`config.mk`:
```
export PLATFORM = sky130hd
export DESIGN_NAME = mib_core
export DESIGN_NICKNAME = d
export VERILOG_FILES = /design/src/rtl/mib_pkg.sv /design/src/rtl/mib_core.sv /design/src/rtl/mib_alu.sv
export SDC_FILE = /design/constraint.sdc
export NUM_CORES = 1
export LEC_CHECK = 0
export BUFFER_PORTS_ARGS = -buffer_cell sky130_fd_sc_hd__buf_2
export CAP_MARGIN = 0
export CORE_MARGIN = 2
export CORE_UTILIZATION = 45
export DETAILED_ROUTE_END_ITERATION = 8
export HOLD_SLACK_MARGIN = 0.06
export MAX_ROUTING_LAYER = met4
export PLACE_DENSITY = 0.7
export SYNTH_ARGS = -nofsm -noshare
export SYNTH_HDL_FRONTEND = slang
export SYNTH_SLANG_ARGS = --single-unit
```
`constraint.sdc`:
```
create_clock -name CLK_SYS -period 3.1 [get_ports CLK_SYS]
set_input_delay 0.155 -clock CLK_SYS [delete_from_list [all_inputs] [get_ports CLK_SYS]]
set_output_delay 0.155 -clock CLK_SYS [all_outputs]
set_load 0.02 [all_outputs]
```
`src/rtl/mib_pkg.sv`:
```
package mib_pkg;
   localparam int unsigned INSN_W = 14;
   localparam int unsigned DATA_W = 8;
   localparam int unsigned FADDR_W = 7;
   localparam int unsigned PC_W = 13;
   localparam int unsigned JUMP_W = 11;
   localparam int unsigned LATCH_LO = 3;
   localparam int unsigned LATCH_HI = 4;
   // opcode field positions
   localparam int unsigned DIR_BIT = 7;
   localparam int unsigned OP6_LO = 8;
   localparam int unsigned OP3_LO = 11;
   localparam int unsigned OP4_LO = 10;
   // opcode encodings (upper six bits for file ops)
   localparam logic [5:0] OPC_MOVE_FILE = 6'h08;
   localparam logic [5:0] OPC_INCR_FILE = 6'h0A;
   localparam logic [5:0] OPC_INCR_SKIP = 6'h0F;
   localparam logic [5:0] OPC_OR_FILE = 6'h04;
   localparam logic [3:0] OPC_OR_LIT = 4'hE;
   localparam logic [2:0] OPC_JUMP = 3'h5;
   localparam logic [DATA_W-1:0] ACC_RST = 8'h00;
   localparam logic [PC_W-1:0] PC_RST = 13'h0000;
   localparam logic [DATA_W-1:0] ONE = 8'h01;
   localparam logic [DATA_W-1:0] ZERO = 8'h00;

   typedef enum logic [1:0] {
      MIB_EXEC = 2'b01,
      MIB_IDLE = 2'b10
   } mib_state_e;
endpackage : mib_pkg

```
`src/rtl/mib_core.sv`:
```
`timescale 1ns/10ps
module mib_core (
   input wire logic CLK_SYS,
   input wire logic ARST_N,
   input wire logic INSN_VALID,
   input wire logic [mib_pkg::INSN_W-1:0] INSN,
   input wire logic [mib_pkg::DATA_W-1:0] FILE_RDATA,
   input wire logic [mib_pkg::DATA_W-1:0] UPPER_ADDRESS_LATCH,
   output logic [mib_pkg::FADDR_W-1:0] FILE_ADDR,
   output logic FILE_WE,
   output logic [mib_pkg::DATA_W-1:0] FILE_WDATA,
   output logic [mib_pkg::DATA_W-1:0] ACC,
   output logic ZERO_FLAG,
   output logic [mib_pkg::PC_W-1:0] PC,
   output logic PC_LOAD,
   output logic SQUASH,
   output logic BUSY
);
   import mib_pkg::*;

   typedef struct packed {
      mib_state_e state;
      logic [DATA_W-1:0] acc;
      logic zero;
      logic [PC_W-1:0] pc;
      logic pc_load;
      logic squash;
      logic fwe;
      logic [FADDR_W-1:0] faddr;
      logic [DATA_W-1:0] fwdata;
   } mib_regs_s;

   // one bit per instruction class this block executes
   typedef enum logic [6:0] {
      MIB_OP_NONE = 7'b0000001,
      MIB_OP_MOVE = 7'b0000010,
      MIB_OP_INCR = 7'b0000100,
      MIB_OP_SKIP = 7'b0001000,
      MIB_OP_ORF = 7'b0010000,
      MIB_OP_ORL = 7'b0100000,
      MIB_OP_JUMP = 7'b1000000
   } mib_op_e;

   // operation codes understood by the arithmetic unit
   localparam logic [2:0] ALU_PASS = 3'h0;
   localparam logic [2:0] ALU_INCR = 3'h1;
   localparam logic [2:0] ALU_ORF = 3'h2;
   localparam logic [2:0] ALU_ORL = 3'h3;

   // unknown opcodes decode to none and leave all state alone
   function automatic mib_op_e decode_op(
      input logic [INSN_W-1:0] word
   );
      logic [5:0] op6;
      logic [3:0] op4;
      logic [2:0] op3;
      mib_op_e cls;
      op6 = word[INSN_W-1:OP6_LO];
      op4 = word[INSN_W-1:OP4_LO];
      op3 = word[INSN_W-1:OP3_LO];
      cls = MIB_OP_NONE;
      if (op6 == OPC_MOVE_FILE) begin
         cls = MIB_OP_MOVE;
      end else if (op6 == OPC_INCR_FILE) begin
         cls = MIB_OP_INCR;
      end else if (op6 == OPC_INCR_SKIP) begin
         cls = MIB_OP_SKIP;
      end else if (op6 == OPC_OR_FILE) begin
         cls = MIB_OP_ORF;
      end else if (op4 == OPC_OR_LIT) begin
         cls = MIB_OP_ORL;
      end else if (op3 == OPC_JUMP) begin
         cls = MIB_OP_JUMP;
      end
      return cls;
   endfunction : decode_op

   // classes that read a file register and honour the direction bit
   function automatic logic is_file_op(input mib_op_e cls);
      return (cls == MIB_OP_MOVE) || (cls == MIB_OP_INCR) ||
         (cls == MIB_OP_SKIP) || (cls == MIB_OP_ORF);
   endfunction : is_file_op

   // upper pc bits come from the latch, the rest from the operand
   function automatic logic [PC_W-1:0] jump_target(
      input logic [DATA_W-1:0] latch,
      input logic [INSN_W-1:0] word
   );
      return {latch[LATCH_HI:LATCH_LO], word[JUMP_W-1:0]};
   endfunction : jump_target

   // decode runs in the cycle the word is presented
   mib_regs_s r_ff;
   mib_regs_s nxt_r;
   mib_op_e op_cls;
   logic [2:0] alu_sel;
   logic [DATA_W-1:0] alu_res;
   logic alu_zero;
   logic dir;

   assign op_cls = decode_op(INSN);
   assign dir = INSN[DIR_BIT];
   // file address taken combinationally so the register file reads in time
   assign FILE_ADDR = INSN[FADDR_W-1:0];

   // move and jump pass the file value through; jump ignores the result
   always_comb begin
      alu_sel = ALU_PASS;
      unique case (op_cls)
         MIB_OP_INCR, MIB_OP_SKIP: alu_sel = ALU_INCR;
         MIB_OP_ORF: alu_sel = ALU_ORF;
         MIB_OP_ORL: alu_sel = ALU_ORL;
         MIB_OP_NONE, MIB_OP_MOVE, MIB_OP_JUMP: alu_sel = ALU_PASS;
      endcase
   end

   mib_alu u_alu (
      .op_sel(alu_sel),
      .acc(r_ff.acc),
      .fval(FILE_RDATA),
      .lit(INSN[DATA_W-1:0]),
      .result(alu_res),
      .is_zero(alu_zero)
   );

   // next-state logic: one instruction per cycle unless idle
   always_comb begin
      nxt_r = r_ff;
      // pulses last one cycle unless raised again below
      nxt_r.pc_load = 1'b0;
      nxt_r.squash = 1'b0;
      nxt_r.fwe = 1'b0;
      unique case (r_ff.state)
         MIB_EXEC: begin
            if (INSN_VALID) begin
               if (is_file_op(op_cls)) begin
                  nxt_r.faddr = INSN[FADDR_W-1:0];
                  if (dir) begin
                     nxt_r.fwe = 1'b1;
                     nxt_r.fwdata = alu_res;
                  end else begin
                     nxt_r.acc = alu_res;
                  end
               end
               unique case (op_cls)
                  MIB_OP_MOVE: begin
                     // with dir 1 the value is unchanged: a zero test
                     nxt_r.zero = alu_zero;
                  end
                  MIB_OP_INCR: begin
                     nxt_r.zero = alu_zero;
                  end
                  MIB_OP_SKIP: begin
                     // skip op leaves zero flag alone
                     if (alu_zero) begin
                        nxt_r.squash = 1'b1;
                        nxt_r.state = MIB_IDLE;
                     end
                  end
                  MIB_OP_ORF: begin
                     nxt_r.zero = alu_zero;
                  end
                  MIB_OP_ORL: begin
                     nxt_r.acc = alu_res;
                     nxt_r.zero = alu_zero;
                  end
                  MIB_OP_JUMP: begin
                     nxt_r.pc = jump_target(UPPER_ADDRESS_LATCH, INSN);
                     nxt_r.pc_load = 1'b1;
                     // flags stay; the idle cycle makes it two cycles
                     nxt_r.state = MIB_IDLE;
                  end
                  MIB_OP_NONE: begin
                     // unknown opcode: nothing changes
                  end
               endcase
            end
         end
         MIB_IDLE: begin
            // second cycle: fetched word is discarded, flags untouched
            nxt_r.state = MIB_EXEC;
         end
         default: nxt_r.state = MIB_EXEC;
      endcase
   end

   always_ff @(posedge CLK_SYS or negedge ARST_N) begin
      if (!ARST_N) begin
         r_ff <= '{
            state: MIB_EXEC,
            acc: ACC_RST,
            zero: 1'b0,
            pc: PC_RST,
            pc_load: 1'b0,
            squash: 1'b0,
            fwe: 1'b0,
            faddr: '0,
            fwdata: ACC_RST
         };
      end else begin
         r_ff <= nxt_r;
      end
   end

   // outputs straight from the state register
   assign FILE_WE = r_ff.fwe;
   assign FILE_WDATA = r_ff.fwdata;
   assign ACC = r_ff.acc;
   assign ZERO_FLAG = r_ff.zero;
   assign PC = r_ff.pc;
   assign PC_LOAD = r_ff.pc_load;
   assign SQUASH = r_ff.squash;
   assign BUSY = (r_ff.state == MIB_IDLE);
endmodule : mib_core

```
`src/rtl/mib_alu.sv`:
```
`timescale 1ns/10ps
module mib_alu (
   input wire logic [2:0] op_sel,
   input wire logic [mib_pkg::DATA_W-1:0] acc,
   input wire logic [mib_pkg::DATA_W-1:0] fval,
   input wire logic [mib_pkg::DATA_W-1:0] lit,
   output logic [mib_pkg::DATA_W-1:0] result,
   output logic is_zero
);
   import mib_pkg::*;
   // op_sel: 0 move, 1 increment, 2 or-file, 3 or-literal
   always_comb begin
      unique case (op_sel)
         3'h1: result = fval + ONE;
         3'h2: result = acc | fval;
         3'h3: result = acc | lit;
         default: result = fval;
      endcase
      is_zero = (result == ZERO);
   end
endmodule : mib_alu

```
# Word level (Yosys, flattened, before mapping)
# Cells that the tools add are included.
# classes
add_sub_neg	1
n_eq_ne	22
n_mux	23
bitwise	2
reduce_logical	14
# ops
operator	n
$mux W42	1
$mux W7	6
$mux W8	4
$pmux W8 S3	1
$eq A6 B4 Y1 const B	3
$mux W18	1
$mux W16	1
$or A8 B8 Y8	2
$mux W14	1
$pmux W3 S4	1
$reduce_and A3 Y1	4
$add A8 B1 Y8 const B	1
$logic_not A8 Y1	1
$reduce_and A4 Y1	2
$eq A7 B1 Y1 const B	1
$eq A7 B2 Y1 const B	1
$eq A7 B3 Y1 const B	1
$eq A7 B4 Y1 const B	1
$eq A7 B5 Y1 const B	1
$eq A7 B6 Y1 const B	1
$eq A7 B7 Y1 const B	1
$eq A3 B2 Y1 const B	2
$eq A6 B3 Y1 const B	1
$eq A4 B4 Y1 const B	1
16 further kinds	22
# word_totals
register_bits	42
elab_cells	71

# Depth between registers and ports, before layout
# logic_depth
ltp_word	17
ltp_mapped	9

# By module
# A second synthesis with hierarchy kept.
# hier_totals
cells_unflattened	193
hier_area_um2	2119.5
# by_module_without_submodules
module	instances	cells_per_inst	area_each_um2	seq_area_each_um2
mib_core	1	132	1709.1	877.1
mib_alu	1	61	410.4	0.0

# Least setup slack after synthesis
# OpenSTA, ideal clock, no wires.
# synth_path
kind	register -> register
startpoint	register r_ff[40] (netlist bit)
endpoint	register r_ff (netlist bit PC[0])
setup_ps	125
arrival_time_ps	1926
required_ps	2975
slack_ps	1049
path_stages_with_launch	5
path_buffers	1
cell_sequence	dfstp_2 > nand3b_1 > nor3_1 > clkbuf_1 > mux2_2
# synth_via
elab_chain_len	2
# synth_rtl
item	line_no	source
start: declaration	mib_core.sv:93	mib_regs_s r_ff;
start signal: assignment	mib_core.sv:189	r_ff <= '{
start signal: assignment	mib_core.sv:201	r_ff <= nxt_r;
$eq A2 B1 Y1	mib_core.sv:133	unique case (r_ff.state)
$reduce_and A3 Y1 (no line)	--	
# No other way between the ends.
# A chain may end at the register's enable or synchronous reset.

==> flow_summary_export.csv <==
group,metric,value,unit
placed_design,gp_routability_congestion,0.932,
drt,drc,0,
finish,final_util,51.2,%
worst_setup_path,crit_fanout,12,
timing,maxSlewViolCount,0,
clock_tree,path_clk_slew,0.07,ns
hold_path,min_from,"UPPER_ADDRESS_LATCH[3]",
worst_setup_path,slowest_stage,"a221oi_1",
clock_tree,cts.sinks,35,
timing,worstMarginPinSlew,0.979,ns
pwr,power.leakage,1.17,nW
synth,synth_edf_count,0,
synth,yosysWarningCount,0,
pwr,peakVddDrop,0.000188,V
die,io_pins,74,
drt,wire_per_inst,14.8,um
synth,syn_area,2210,sq um
drt,drt-total-wl,4.64,mm
worst_setup_path,path_class,"in -> reg",
pwr,comb_power_share,30.5,%
die,rows,25,
clock_tree,postCtsSetupRepairBufs,0,
placed_design,io_buffers,67,
drt,drtPass1Iterations,4,
pwr,power_density,587,nW/um^2
timing,rsz0062_at_grt,"no",
global_route,gr-total-overflow,0,
finish,syn_to_final_growth,9.53,%
synth,ys.flop_type,"dfrtp_1",
timing,holdWs,0.0939,ns
finish,drive_gt1_share,42.9,%
placed_design,place_inst,305,
finish,finalNonFillerCells,314,
worst_setup_path,critPathCaptureType,"flop",
synth,synth_nets,249,
placed_design,hpwl,3.47,mm
clock_tree,htree_levels,2,
hold_path,min_path_cells,2,
timing,tns,0,ns
worst_setup_path,reg2reg_depth,4,
die,core-area,4720,sq um
global_route,grt_pass1_vias,1537,
hold_path,worstHoldEndpoint,"PC[11]",
finish,diodes,0,
worst_setup_path,worstReg2RegStart,"ACC[1]",
run,max-cap-violations,0,
worst_setup_path,r2r_slack,1.29,ns
synth,ys_ff_latch,35,
timing,max_freq,494,MHz
timing,final.period_utilization,65.4,%
pwr,clkPwrFrac,26.1,%
die,dieWidth,74.0,um
worst_setup_path,cp_slowest_stage_delay,0.50,ns
worst_setup_path,crit_arrival,2.25,ns
synth,syn-instance-count,215,
worst_setup_path,rr_endpoint,"SQUASH",
drt,ant_nets,0,
pwr,intPower,0.923,mW
outcome,status,"finished, final reports clean",
drt,first_iter_violations,91,
die,die_area,5480,sq um
pwr,power_frac_seq,43.3,%
global_route,grt_pass1_wl,7.41,mm
timing,setup_viol,0,
clock_tree,insertion_delay,0.29,ns
clock_tree,cts_inserted_buffers,5,
global_route,track_usage,18.4,%
worst_setup_path,start_kind,"input port",
synth,synth_cell_types,49,
drt,via_count,1632,
clock_tree,cts_tree,"built",
synth,synth-seq-area-share,39.8,%
global_route,grt_max_degree,36,
finish,nets,280,
clock_tree,clockRootBuffer,"clkbuf_8",
hold_path,hold_class,"in -> reg",
die,start_util,46.7,%
timing,min_period,2.03,ns
pwr,swShare,34.9,%
timing,fin_worst_skew,0.00383,ns
synth,avgSynthCellArea,10.3,sq um
global_route,antenna_found_initial,0,
timing,relSlewSlack,34.3,%
synth,synthArstFlopShare,100,%
clock_tree,cts_max_path_buffers,2,
pwr,p_switching,0.494,mW
worst_setup_path,path_cells,"buf_2 > xnor2_1 > nand3_1 > mux2i_1 > a221oi_1 > nand4b_2 > nor4b_4 > and3_1",
timing,finalHoldViolations,0,
worst_setup_path,cp.required,3.33,ns
die,fp.dieH,74.0,um
drt,vias_per_cell,5.20,
kinds of logic after synthesis:
group,Yosys count,share of synthesized area [%]
buffers and inverters,52,16.6
AO/OA/AOI/OAI,41,12.3
AND/OR/NAND/NOR,62,18.9
XOR/XNOR,1,0.397
adder cells (fa/ha/maj),1,0.567
flip-flops,35,39.8
multiplexers,23,11.5
cell usage after synthesis (2+ instances only):
cell | instances | area share, %
nand3b_1 | 4 | 1.4
nand2_1 | 14 | 2.4
a221oi_1 | 2 | 0.79
inv_1 | 6 | 1.0
nor2_2 | 2 | 0.57
mux2_1 | 2 | 1.0
nor2_1 | 7 | 1.2
clkbuf_1 | 3 | 0.51
a21oi_1 | 10 | 2.3
a31oi_1 | 3 | 0.85
buf_6 | 3 | 1.5
buf_4 | 39 | 13
o21a_1 | 2 | 0.68
dfrtp_1 | 34 | 39
o21ai_1 | 8 | 1.8
o22a_1 | 3 | 1.2
nor4b_4 | 2 | 2.2
or3_1 | 2 | 0.57
o21ai_0 | 4 | 0.91
and2_1 | 2 | 0.57
mux2i_1 | 5 | 2.3
and3_1 | 4 | 1.1
nand4_1 | 3 | 0.85
mux2_2 | 16 | 8.2
nand3_1 | 6 | 1.4
nor2b_1 | 2 | 0.57
nor3_1 | 5 | 1.1
final cells by class:
cell class	count	area, sq um
Fill cell	439	2310
Multi-Input combinational cell	128	968
Sequential cell	35	877
Timing Repair Buffer	70	360
Clock buffer	7	96.3
Tap cell	67	83.8
Inverter	6	22.5
Clock inverter	1	7.51
power groups by stage:
stage               Combinational (mW)  Sequential (mW)  Clock [mW]
floorplan                        0.429            0.609           0
global placement                 0.430            0.622           0
detailed placement               0.436            0.624           0
CTS                              0.438            0.615       0.380
global route                     0.475            0.626       0.397
finish                           0.433            0.614       0.370
stage by stage:
stage                     instance area, sq um  setup WS (ns)  power (mW)
after floorplan                           2210           1.05        1.04
after global placement                    2300          0.777        1.05
after detailed placement                  2300          0.767        1.06
after CTS                                 2420           1.07        1.43
after global routing                      2420          0.984        1.50
final                                     2420           1.07        1.42
per-layer routing:
metal / vias to the layer above / wire (um) / track usage [%]
met3: 9 / 272 / 4.47
li1: 800 / - / -
met1: 765 / 2200 / 23.9
met2: 58 / 2070 / 27.8
met4: 0 / 88 / 7.07
met5: - / 0 / -
registers in the layout (all words and copies together) (netlist names):
signal and flops:
PC_LOAD 1, ACC 8, PC 13, SQUASH 1
FILE_WDATA 8, FILE_WE 1, ZERO_FLAG 1, r_ff 2
how the worst max path moves through the flow:
stage	start	to	slack (ns)	cells past startpoint
floorplan	r_ff[40]	PC[0]	1.05	4
global placement	INSN[10]	ZERO_FLAG	0.78	8
detailed placement	INSN[10]	ZERO_FLAG	0.77	8
CTS	INSN[10]	ZERO_FLAG	1.07	8
global route	INSN[10]	ZERO_FLAG	0.98	8
finish	INSN[10]	SQUASH	1.07	8
cell usage in the layout (no fill, tap or decap), types with 3 or more instances in the layout:
cell type,instances
a21oi_1,10
a31oi_1,3
and3_1,4
buf_2,67
clkbuf_8,7
dfrtp_1,34
inv_1,6
mux2_2,16
mux2i_1,5
nand2_1,14
nand3_1,6
nand3b_1,4
nand4_1,3
nor2_1,7
nor3_1,4
o21ai_0,4
o21ai_1,8
o22a_1,3
worst max-delay path: cells and delay by family:
kind	cells	cell delay (ns)
muxes	1	0.14
and+or+nand+nor	4	0.93
buffers and inverters	1	0.16
AOI/OAI and AO/OA	1	0.50
xor gates and xnor gates	1	0.36
what timing repair did:
action                                 in CTS  in global routing
hold buffers                                1                  0
endpoints found under the hold margin      34                  0
gates resized for setup                     0                  0
Power figures use the tool's default switching activity.
